<file path="src/rtl/lcd_common_regs.svh">
`ifndef LCD_COMMON_REGS_SVH
`define LCD_COMMON_REGS_SVH

// Register address and layout
`define LCD_CTRL_ADDR      4'h0
`define LCD_CTRL_RESET     8'h00
`define LCD_RSVD_BIT       7
`define LCD_BIAS_HI        6
`define LCD_BIAS_LO        5
`define LCD_MASTER_BIT     4
`define LCD_SEL_HI         3
`define LCD_SEL_LO         0
`define LCD_SEL_ONE        1
`define LCD_SEL_TWO        2
`define LCD_PINS_IDLE      4'h0
`define LCD_BIAS_OFF       1'b0
`define LCD_BIAS_CODE_0    2'h0
`define LCD_BIAS_CODE_1    2'h1
`define LCD_BIAS_CODE_2    2'h2
`define LCD_BIAS_CODE_3    2'h3
`define LCD_READ_IDLE      8'h00
// Bias current figures in microamps
`define LCD_BIAS_UA_0      8'h19
`define LCD_BIAS_UA_1      8'h32
`define LCD_BIAS_UA_2      8'h64
`define LCD_BIAS_UA_3      8'hC8

`endif

</file>
<file path="src/rtl/lcd_common_pkg.sv">
package lcd_common_pkg;
    typedef enum logic [3:0] {
        BIAS_STEP_0 = 4'b0001,
        BIAS_STEP_1 = 4'b0010,
        BIAS_STEP_2 = 4'b0100,
        BIAS_STEP_3 = 4'b1000
    } bias_step_t;
endpackage : lcd_common_pkg

</file>
<file path="src/rtl/lcd_common_pin_driver_control.sv">
// Functional notes
// RULE_01: Pin is half-supply common only when master enable and its select are both set.
// RULE_02: Select bits three down to zero map to common outputs three to zero.
// RULE_03: Selected common pins are driven regardless of the port direction setting.
// RULE_04: Bias field bits six to five pick one of four ascending current steps.
// RULE_05: Software keeps reserved top bit zero; it resets to zero.
// RULE_06: Commons on two pins of each of two ports; no segment generation.
// RULE_07: The one control register also sets up the half-bias driver.
// RULE_08: A register write takes effect on pins and bias the next cycle; here pins and bias change two edges after the write strobe.
//
// Strobed register access and the register addresses are this design's own decisions.
`timescale 1ns/1ps
`include "lcd_common_regs.svh"

module lcd_common_pin_driver_control
    import lcd_common_pkg::*;
(
    input  wire logic       clk_sys_in,
    input  wire logic       rst_in,
    input  wire logic [3:0] reg_addr_in,
    input  wire logic [7:0] reg_wdata_in,
    input  wire logic       reg_write_in,
    input  wire logic       reg_read_in,
    output logic      [7:0] reg_rdata_out,
    input  wire logic [3:0] gpio_out_value_in,
    input  wire logic [3:0] gpio_out_enable_in,
    output logic      [3:0] pin_gpio_value_out,
    output logic      [3:0] pin_gpio_enable_out,
    output logic      [3:0] lcd_common_output_out,
    output logic            half_bias_enable_out,
    output logic      [3:0] bias_step_out,
    output logic      [7:0] bias_current_ua_out
);

    // ****************************************
    // Control register
    // ****************************************
    logic [7:0] lcd_common_drive_control;
    logic       ctrl_hit;
    assign ctrl_hit = (reg_addr_in == `LCD_CTRL_ADDR);

    // Software write; reserved bit stored as written, resets to zero
    always_ff @(posedge clk_sys_in)
    begin
        if (rst_in)
            lcd_common_drive_control <= `LCD_CTRL_RESET; // RULE_05
        else if (reg_write_in && ctrl_hit)
            lcd_common_drive_control <= reg_wdata_in; // RULE_08
    end

    // Read data stands one cycle after the read strobe only
    always_ff @(posedge clk_sys_in)
    begin
        if (rst_in)
            reg_rdata_out <= `LCD_READ_IDLE;
        else if (reg_read_in && ctrl_hit)
            reg_rdata_out <= lcd_common_drive_control;
        else
            reg_rdata_out <= `LCD_READ_IDLE;
    end

    // ****************************************
    // Pin function
    // ****************************************
    logic       master_en;
    logic [3:0] next_common;
    assign master_en   = lcd_common_drive_control[`LCD_MASTER_BIT];
    // Bit n selects common n
    assign next_common = {4{master_en}} &
                         lcd_common_drive_control[`LCD_SEL_HI:`LCD_SEL_LO]; // RULE_01 RULE_02

    // Common pins override port direction and value; pins 0-1 one port, 2-3 another
    always_ff @(posedge clk_sys_in)
    begin
        if (rst_in)
        begin
            lcd_common_output_out <= `LCD_PINS_IDLE;
            pin_gpio_value_out    <= `LCD_PINS_IDLE;
            pin_gpio_enable_out   <= `LCD_PINS_IDLE;
        end
        else
        begin
            lcd_common_output_out <= next_common; // RULE_06
            pin_gpio_value_out    <= gpio_out_value_in & ~next_common; // RULE_03
            pin_gpio_enable_out   <= gpio_out_enable_in & ~next_common; // RULE_03
        end
    end

    // ****************************************
    // Bias control
    // ****************************************
    bias_step_t next_step;
    logic [7:0] next_ua;
    logic [1:0] bias_code;
    assign bias_code = lcd_common_drive_control[`LCD_BIAS_HI:`LCD_BIAS_LO];

    // Ascending current steps, lowest code gives lowest current
    always_comb
    begin
        case (bias_code) // RULE_04
            `LCD_BIAS_CODE_0:
            begin
                next_step = BIAS_STEP_0;
                next_ua   = `LCD_BIAS_UA_0;
            end
            `LCD_BIAS_CODE_1:
            begin
                next_step = BIAS_STEP_1;
                next_ua   = `LCD_BIAS_UA_1;
            end
            `LCD_BIAS_CODE_2:
            begin
                next_step = BIAS_STEP_2;
                next_ua   = `LCD_BIAS_UA_2;
            end
            `LCD_BIAS_CODE_3:
            begin
                next_step = BIAS_STEP_3;
                next_ua   = `LCD_BIAS_UA_3;
            end
            default:
            begin
                next_step = BIAS_STEP_0;
                next_ua   = `LCD_BIAS_UA_0;
            end
        endcase
    end

    // Half-bias driver on whenever any common is active
    always_ff @(posedge clk_sys_in)
    begin
        if (rst_in)
        begin
            bias_step_out        <= BIAS_STEP_0;
            bias_current_ua_out  <= `LCD_BIAS_UA_0;
            half_bias_enable_out <= `LCD_BIAS_OFF;
        end
        else
        begin
            bias_step_out        <= next_step; // RULE_07
            bias_current_ua_out  <= next_ua;
            half_bias_enable_out <= |next_common; // RULE_07
        end
    end

    // ****************************************
    // Checks on pin function
    // ****************************************
    logic [3:0] common_sel;
    assign common_sel = lcd_common_drive_control[`LCD_SEL_HI:`LCD_SEL_LO];

    // Master enable off keeps every pin a general I/O
    a_common_needs_master: assert property ( // RULE_01
        @(posedge clk_sys_in) disable iff (rst_in)
        !master_en |=> (lcd_common_output_out == `LCD_PINS_IDLE))
        else $error("common active without master enable");

    // Commons follow master enable and select one cycle later
    a_common_follows_select: assert property ( // RULE_01
        @(posedge clk_sys_in) disable iff (rst_in)
        ##1 (lcd_common_output_out == ($past(master_en) ? $past(common_sel) : `LCD_PINS_IDLE)))
        else $error("common output mismatch");

    // Select bit zero drives common zero
    a_select_pin_zero: assert property ( // RULE_02
        @(posedge clk_sys_in) disable iff (rst_in)
        (master_en && common_sel[`LCD_SEL_LO]) |=> lcd_common_output_out[`LCD_SEL_LO])
        else $error("select bit zero not mapped");

    // Select bit one drives common one
    a_select_pin_one: assert property ( // RULE_02
        @(posedge clk_sys_in) disable iff (rst_in)
        (master_en && common_sel[`LCD_SEL_ONE]) |=> lcd_common_output_out[`LCD_SEL_ONE])
        else $error("select bit one not mapped");

    // Select bit two drives common two
    a_select_pin_two: assert property ( // RULE_02
        @(posedge clk_sys_in) disable iff (rst_in)
        (master_en && common_sel[`LCD_SEL_TWO]) |=> lcd_common_output_out[`LCD_SEL_TWO])
        else $error("select bit two not mapped");

    // Select bit three drives common three
    a_select_pin_three: assert property ( // RULE_02
        @(posedge clk_sys_in) disable iff (rst_in)
        (master_en && common_sel[`LCD_SEL_HI]) |=> lcd_common_output_out[`LCD_SEL_HI])
        else $error("select bit three not mapped");

    // A cleared select never yields a common
    a_select_clear_gpio: assert property ( // RULE_02
        @(posedge clk_sys_in) disable iff (rst_in)
        ##1 ((lcd_common_output_out & ~$past(common_sel)) == `LCD_PINS_IDLE))
        else $error("unselected pin became common");

    // Port direction never drives a common pin
    a_direction_override: assert property ( // RULE_03
        @(posedge clk_sys_in) disable iff (rst_in)
        (lcd_common_output_out & pin_gpio_enable_out) == `LCD_PINS_IDLE)
        else $error("gpio drives a common pin");

    // Port direction passes through on general I/O pins
    a_gpio_enable_pass: assert property ( // RULE_03
        @(posedge clk_sys_in) disable iff (rst_in)
        ##1 (pin_gpio_enable_out == ($past(gpio_out_enable_in) & ~lcd_common_output_out)))
        else $error("gpio direction not passed");

    // Port value passes through on general I/O pins
    a_gpio_value_pass: assert property ( // RULE_03
        @(posedge clk_sys_in) disable iff (rst_in)
        ##1 (pin_gpio_value_out == ($past(gpio_out_value_in) & ~lcd_common_output_out)))
        else $error("gpio value not passed");

    // A common pin carries no software level
    a_common_value_quiet: assert property ( // RULE_06
        @(posedge clk_sys_in) disable iff (rst_in)
        (lcd_common_output_out & pin_gpio_value_out) == `LCD_PINS_IDLE)
        else $error("software level on a common pin");

    // With no commons all four pins stay software lines
    a_segments_by_software: assert property ( // RULE_06
        @(posedge clk_sys_in) disable iff (rst_in)
        ##1 ((lcd_common_output_out == `LCD_PINS_IDLE) ->
            (pin_gpio_value_out == $past(gpio_out_value_in))))
        else $error("segment line altered by block");

    // ****************************************
    // Checks on bias control
    // ****************************************
    // Lowest code gives the lowest current
    a_bias_decode_zero: assert property ( // RULE_04
        @(posedge clk_sys_in) disable iff (rst_in)
        (bias_code == `LCD_BIAS_CODE_0) |=> (bias_current_ua_out == `LCD_BIAS_UA_0))
        else $error("bias step zero wrong");

    // Second code gives the second current
    a_bias_decode_one: assert property ( // RULE_04
        @(posedge clk_sys_in) disable iff (rst_in)
        (bias_code == `LCD_BIAS_CODE_1) |=> (bias_current_ua_out == `LCD_BIAS_UA_1))
        else $error("bias step one wrong");

    // Third code gives the third current
    a_bias_decode_two: assert property ( // RULE_04
        @(posedge clk_sys_in) disable iff (rst_in)
        (bias_code == `LCD_BIAS_CODE_2) |=> (bias_current_ua_out == `LCD_BIAS_UA_2))
        else $error("bias step two wrong");

    // Top code gives the highest current and step
    a_bias_decode_top: assert property ( // RULE_04
        @(posedge clk_sys_in) disable iff (rst_in)
        (bias_code == `LCD_BIAS_CODE_3) |=>
        (bias_current_ua_out == `LCD_BIAS_UA_3 && bias_step_out == BIAS_STEP_3))
        else $error("bias step wrong");

    // Exactly one bias step is active
    a_step_onehot: assert property ( // RULE_04
        @(posedge clk_sys_in) disable iff (rst_in)
        $onehot(bias_step_out))
        else $error("bias step not one-hot");

    // Half-bias driver matches the active commons
    a_half_bias_on: assert property ( // RULE_07
        @(posedge clk_sys_in) disable iff (rst_in)
        half_bias_enable_out == (lcd_common_output_out != `LCD_PINS_IDLE))
        else $error("half bias inconsistent");

    // Half-bias driver follows the register one cycle later
    a_half_bias_follows: assert property ( // RULE_07
        @(posedge clk_sys_in) disable iff (rst_in)
        ##1 (half_bias_enable_out == (|$past(next_common))))
        else $error("half bias late or early");

    // ****************************************
    // Checks on register access
    // ****************************************
    // Reset clears the whole register, reserved bit too
    a_reserved_reset: assert property ( // RULE_05
        @(posedge clk_sys_in)
        rst_in |=> (lcd_common_drive_control == `LCD_CTRL_RESET))
        else $error("control not reset");

    // Reset leaves pins as general I/O and the driver off
    a_reset_outputs: assert property ( // RULE_05
        @(posedge clk_sys_in)
        rst_in |=> (lcd_common_output_out == `LCD_PINS_IDLE &&
            half_bias_enable_out == `LCD_BIAS_OFF))
        else $error("outputs not reset");

    // A write lands in the register at the next edge
    a_write_next_cycle: assert property ( // RULE_08
        @(posedge clk_sys_in) disable iff (rst_in)
        (reg_write_in && ctrl_hit) |=> (lcd_common_drive_control == $past(reg_wdata_in)))
        else $error("write not stored");

    // A write reaches the pins two edges after its strobe
    a_write_two_cycles: assert property ( // RULE_08
        @(posedge clk_sys_in) disable iff (rst_in)
        (reg_write_in && ctrl_hit && reg_wdata_in[`LCD_MASTER_BIT] &&
            reg_wdata_in[`LCD_SEL_LO]) |=> ##1 lcd_common_output_out[`LCD_SEL_LO])
        else $error("write not applied");

    // Writes to other addresses are ignored
    a_write_other_addr: assert property ( // RULE_08
        @(posedge clk_sys_in) disable iff (rst_in)
        (reg_write_in && !ctrl_hit) |=> $stable(lcd_common_drive_control))
        else $error("stray write changed register");

    // Read data shows the register in the cycle after the strobe
    a_read_back: assert property ( // RULE_08
        @(posedge clk_sys_in) disable iff (rst_in)
        (reg_read_in && ctrl_hit) |=> (reg_rdata_out == $past(lcd_common_drive_control)))
        else $error("read data wrong");

    // Read data idles at zero otherwise
    a_read_idle: assert property ( // RULE_08
        @(posedge clk_sys_in) disable iff (rst_in)
        !(reg_read_in && ctrl_hit) |=> (reg_rdata_out == `LCD_READ_IDLE))
        else $error("read data not idle");

endmodule : lcd_common_pin_driver_control

</file>
<file path="config.mk">
export PLATFORM = sky130hd
export DESIGN_NAME = lcd_common_pin_driver_control
export DESIGN_NICKNAME = d
export VERILOG_FILES = /design/src/rtl/lcd_common_pkg.sv /design/src/rtl/lcd_common_pin_driver_control.sv
export VERILOG_INCLUDE_DIRS = /design/src /design/src/rtl
export SDC_FILE = /design/constraint.sdc
export NUM_CORES = 1
export LEC_CHECK = 0
export ABC_AREA = 0
export ABC_CLOCK_PERIOD_IN_PS = 1050
export BUFFER_PORTS_ARGS = -buffer_cell sky130_fd_sc_hd__buf_4
export CORE_ASPECT_RATIO = 1.4
export CORE_UTILIZATION = 40
export CTS_CLUSTER_DIAMETER = 200
export DETAILED_ROUTE_END_ITERATION = 8
export PLACE_DENSITY = 0.74
export REMOVE_ABC_BUFFERS = 1
export SETUP_SLACK_MARGIN = 0.3
export SYNTH_ARGS = -nofsm -noshare
export SYNTH_HDL_FRONTEND = slang
export SYNTH_SLANG_ARGS = --single-unit
</file>
<file path="constraint.sdc">
create_clock -name clk_sys_in -period 1.05 [get_ports clk_sys_in]
set_input_delay 0 -clock clk_sys_in [delete_from_list [all_inputs] [get_ports clk_sys_in]]
set_output_delay 0 -clock clk_sys_in [all_outputs]
set_load 0.01 [all_outputs]
</file>
# == Yosys cells after proc, flatten, opt, wreduce, memory -nomap -nowiden ==
# Index checks and enable logic that the tools add are counted.
# word_totals
reg_bits,41
output_inout_bits,33
elab_cells,24
# op_classes
eq_ne,3
n_mux,2
bitwise_logic,5
reduce_logical,6
# ops
op,count
8-bit one-hot mux with 4 select lines,1
4-bit one-hot mux with 4 select lines,1
4-bit AND,3
2-bit equality test (second input constant),2
4-bit zero test,1
4-bit NOT,1
4-bit OR reduction,1
2-bit by 1-bit equality test with 1-bit output (second input constant),1
1-bit logical AND,2
2-bit zero test,1
2-bit OR reduction,1
1-bit NOT,1

# == Logic depth before layout (Yosys ltp) ==
# logic_depth
word_depth,4
ltp_mapped,4
mapped_depth_nobuf,4

# == Worst setup path before layout ==
# Ideal clock, no wire load.
# synth_timing
path_type,register to register
start,register lcd_common_drive_control[5]
end,register bias_current_ua_out[6]
setup_time_ps,123
t_arrival_ps,988
t_required_ps,927
setup_slack_ps,-62
stages_incl_launch_ff,5
path_buffers,0
synth_period_minus_slack_ps,1112
path_cell_list,dfxtp_1 > inv_1 > ha_1 > nor2b_1 > or2_2
# synth_between
elab_chain_cells,2
word_cells_on_any_way,5
# synth_rtl
item,line_no,text
start: declaration,lcd_common_pin_driver_control.sv:38,logic [7:0] lcd_common_drive_control;
start signal: assignment,lcd_common_pin_driver_control.sv:46,lcd_common_drive_control <= `LCD_CTRL_RESET;
start signal: assignment,lcd_common_pin_driver_control.sv:48,lcd_common_drive_control <= reg_wdata_in;
2-bit equality test (tied with other cells),lcd_common_pin_driver_control.sv:100,case (bias_code)
8-bit one-hot mux with 4 select lines *,lcd_common_pin_driver_control.sv:100,
end signal: assignment,lcd_common_pin_driver_control.sv:135,bias_current_ua_out <= `LCD_BIAS_UA_0;
end signal: assignment,lcd_common_pin_driver_control.sv:141,bias_current_ua_out <= next_ua;
end: declaration,lcd_common_pin_driver_control.sv:32,output logic [7:0] bias_current_ua_out
# Mark *: on every way between the ends. The rest lies on a longest branch, timed or not.
# A chain may end at the register's enable or synchronous reset.

# == Worst setup path after layout ==
# Ends and elaborated chain as after synthesis.

==> results by stage <==
Timing:
- The least setup slack across all paths after layout is 0.0159 ns.
- The worst path in the final design needs a cycle of 1.03 ns, including I/O delays and setup.
- The max-slew violation total from the final report is 0.
- Setup repair after global routing could not meet its margin everywhere.
- The clock skew is 0.00372 ns.
- The slew at the pin closest to its max-slew limit is 0.366 ns.
- The number of hold violations in the final report is 0.
- After layout, the worst path uses 98.5% of the clock period.
- The worst pin sits at a relative slew slack of 75.6%.
- The count of endpoints failing setup in the final report is 0.
- Based on the critical path, the design can be clocked at up to 967 MHz.

Placement:
- The weighted congestion reported at the end of routability-driven placement is 0.749.
- The port buffer count is 56.
- The placed wire-length estimate is 1.81 mm.
- The placement-stage cell area is 1660 um2.
- The cell count after placement is 206.
- Timing analysis after detailed placement gives a worst setup slack of -0.264 ns.

Die:
- The area of the core is 2880 um2.
- The die is 67.2 um tall.
- The number of top-level pins is 57.
- The row count is 23.
- The die covers 3260 um2.
- The initial standard-cell utilization of the core is 42.2%.
- The floorplan step set the die width to 48.6 um.

Clock tree:
- CTS built an H-tree with a depth of 2.
- The later pin in the worst-skew pair is clocked with a latency of 0.29 ns.
- The tree built by TritonCTS fans out to 37 sinks.
- The maximum clock path buffer count is 2.
- TritonCTS built the clock tree.
- After clock tree synthesis, the clock-pin slew on the worst setup and hold paths is 0.06 ns.
- The CTS root buffer is sky130_fd_sc_hd__clkbuf_8.
- The number of clock buffers added by TritonCTS is 5.

Global routing:
- The aggregate global-route resource usage is 18.9%.
- The first global-routing pass estimated 4.54 mm of wire.
- The number of antenna violations at the first check in global routing is 0.
- The maximum number of pins on one net before global-route repair is 21.
- The remaining global-route overflow is 0.
- The via count of the first global-routing pass is 1054.

Power and ir drop:
- The clock share of power is 40.7%.
- The power density normalized to cell area is 1320 nW/um2.
- The analysis attributes to net switching a power of 0.000564 W.
- The highest ir drop seen on vdd is 0.971 mV.
- The proportion of power drawn by combinational gates is 8.7%.
- In this run switching power makes up 19.9% of total power.
- The sequential cell fraction of total power is 50.6%.
- The internal power is 0.00227 W.
- The design draws 0.00283 W.
- The analysis attributes to cell leakage a power of 0.910 nW.

Critical path:
- The number of buffer and inverter instances along the worst setup path is 1.
- Walking the worst path, the cells encountered are inv_4 -> ha_2 -> nor2b_4 -> or2_4.
- The cell family contributing the most delay on the critical path is flip-flops.
- The type of element capturing the critical path is a flop.
- The critical path start-end classification is flop to flop.
- For this run, the slowest stage of the critical path takes 0.37 ns.
- Data on the critical path is required at its endpoint by 1.23 ns.
- The worst-path cell with the longest stage delay is sky130_fd_sc_hd__dfxtp_4.
- The worst endpoint data arrival time is 1.21 ns.
- In this run the worst path has a maximum fanout of 4.
- The kind of launch point of the worst setup path is a flop.

Synth:
- In the post-synthesis netlist, the cell with the most instances is sky130_fd_sc_hd__dfxtp_1.
- Summing the sequential cell areas from Yosys gives 61.0% of the chip area.
- The commonest cells after synthesis are sky130_fd_sc_hd__dfxtp_1 (37), sky130_fd_sc_hd__and2_1 (16), sky130_fd_sc_hd__a21oi_1 (12).
- The share of synthesized registers carrying an async set or reset is 0%.
- After technology mapping, the gate count stands at 117.
- The top cell type by area accounts for 61.0% of the synthesized area.
- The synthesis-stage register bit count is 37.
- Each instance of the synthesized netlist takes up on average 10.4 um2.
- Ranked by total cell area, the synthesized netlist is headed by sky130_fd_sc_hd__dfxtp_1 (61%), sky130_fd_sc_hd__and2_1 (8.2%), sky130_fd_sc_hd__a21oi_1 (4.9%).
- The flip-flop cell with the highest count after synthesis is sky130_fd_sc_hd__dfxtp_1.
- The number of library cell types mapped by synthesis is 20.
- The synthesized design contains 0 enable-type register cells.
- For this run, the number of Yosys warnings is 0.
- The summed instance area of the synthesized netlist is 1210 um2.
- The largest total area in the synthesized netlist belongs to sky130_fd_sc_hd__dfxtp_1.

Run status:
- The run finished with clean final reports.

Cells and area:
- The multi-input logic area is 497 um2.
- The fill cell instance count of the final layout is 197.
- From synthesis to final layout, the design area changed by 76.8%.
- The sequential cells in the finished layout cover a total of 771 um2.
- The total number of nets in the final design is 221.
- The number of antenna diodes is 0.
- Summing all non-filler instances in the final layout gives an area of 2150 um2.
- The proportion of layout cells with a drive suffix above 1 is 57.0%.
- After the flow finishes, the layout carries non-filler instances totaling 230.

Drt:
- The first detailed-routing pass took 4 iterations.
- The number of vias in the routed layout is 1059.
- The final antenna-violating net count is 0.
- After detailed routing, the average wire length per cell comes to 12.2 um.
- The final wirelength is 2.81 mm.
- For this block, the initial DRC count from the detailed router was 18.
- After detailed routing, the number of vias per cell comes to 4.60.
- For this run, design rule violations remaining after detail routing come to 0.

Hold path:
- The type of the tightest min-delay check is input pin to flop.

Job:
- Across the run, the number of max-cap violations was 0.
-- power by group through the flow --
stage / sequential [W] / clock, W / combinational, W
floorplan: 0.00148 / 0 / 0.0000344
global placement: 0.00147 / 0 / 0.000161
detailed placement: 0.00147 / 0 / 0.000166
CTS: 0.00143 / 0.00118 / 0.000232
global route: 0.00143 / 0.00124 / 0.000266
finish: 0.00143 / 0.00115 / 0.000247
-- layout make-up --
type | instances | share of cell area, %
Multi-Input combinational cell | 64 | 23.1
Inverter | 8 | 1.63
Tap cell | 37 | 2.16
Sequential cell | 37 | 35.9
Clock buffer | 5 | 3.21
Clock inverter | 2 | 1.63
Timing Repair Buffer | 77 | 32.3
-- state kept, by name (all words and copies together), names as in the netlist --
name,count
half_bias_enable_out,1
pin_gpio_enable_out,4
lcd_common_drive_control,8
reg_rdata_out,8
bias_step_out,4
bias_current_ua_out,4
pin_gpio_value_out,4
lcd_common_output_out,4
-- repair_timing --
| item | 4_1_cts | 5_1_grt |
|---|---|---|
| hold endpoints to repair | 16 | 0 |
| gates resized for setup | 46 | 31 |
| endpoints found under the setup margin | 41 | 47 |
| hold buffers | 16 | 0 |
| setup buffers | 0 | 1 |
| pin swaps | 12 | 17 |
-- tightest hold or removal path, delay by kind of cell --
| family | cells | cell delay [ns] |
|---|---|---|
| and+or+nand+nor | 1 | 0.08 |
| AOI/OAI and AO/OA | 1 | 0.06 |
| buffers and inverters | 1 | 0.14 |
-- metal layers --
metal / track usage, % / vias to the layer above / wire length, um / share of wire, %
met3: 6.31 / 8 / 147 / 5.2
met4: 12.5 / 0 / 76 / 2.7
li1: - / 529 / - / -
met2: 35.2 / 40 / 1560 / 56
met1: 17.8 / 482 / 1030 / 36
met5: 0 / - / 0 / 0
-- cells by family after synthesis --
group,Yosys count,synth area share [%]
AND/OR/NAND/NOR,39,19.6
buffers and inverters,16,6.29
AO/OA/AOI/OAI,21,8.97
flip-flops,37,61.0
adder cells (fa/ha/maj),4,4.12
-- layout by cell type (no fill, tap or decap), types with 3 or more instances in the layout --
cell,instances
sky130_fd_sc_hd__buf_6,20
sky130_fd_sc_hd__inv_1,6
sky130_fd_sc_hd__dlygate4sd3_1,16
sky130_fd_sc_hd__buf_4,41
sky130_fd_sc_hd__clkbuf_8,5
sky130_fd_sc_hd__dfxtp_2,12
sky130_fd_sc_hd__ha_2,3
sky130_fd_sc_hd__a21oi_2,4
sky130_fd_sc_hd__nand3_1,8
sky130_fd_sc_hd__a21oi_1,8
sky130_fd_sc_hd__dfxtp_4,4
sky130_fd_sc_hd__dfxtp_1,21
sky130_fd_sc_hd__nor2_1,4
sky130_fd_sc_hd__and2_1,15
sky130_fd_sc_hd__o21ai_2,7
-- final timing paths --
check | slack [ns] | startpoint | cells past startpoint | to
worst max-delay path | 0.02 | lcd_common_drive_control[5]$_SDFFE_PP0P_ | 4 | bias_current_ua_out[6]$_SDFF_PP0_
worst min-delay path | 0.03 | reg_write_in | 3 | lcd_common_drive_control[6]$_SDFFE_PP0P_
worst max register to register | 0.02 | lcd_common_drive_control[5]$_SDFFE_PP0P_ | 4 | bias_current_ua_out[6]$_SDFF_PP0_
worst min register to register | 0.49 | lcd_common_drive_control[0]$_SDFFE_PP0P_ | 2 | lcd_common_drive_control[0]$_SDFFE_PP0P_
-- stage by stage --
stage / hold WS (ns) / utilization (%) / setup TNS (ns)
after CTS: 0.0191 / 71.1 / 0
after global placement: 0.202 / 57.8 / -2.99
after detailed placement: 0.207 / 57.8 / -3.79
after floorplan: 0.0691 / - / -0.642
after global routing: 0.0369 / 74.6 / -0.0425
final: 0.0286 / 74.6 / 0
(Power assumes the default switching activity.)
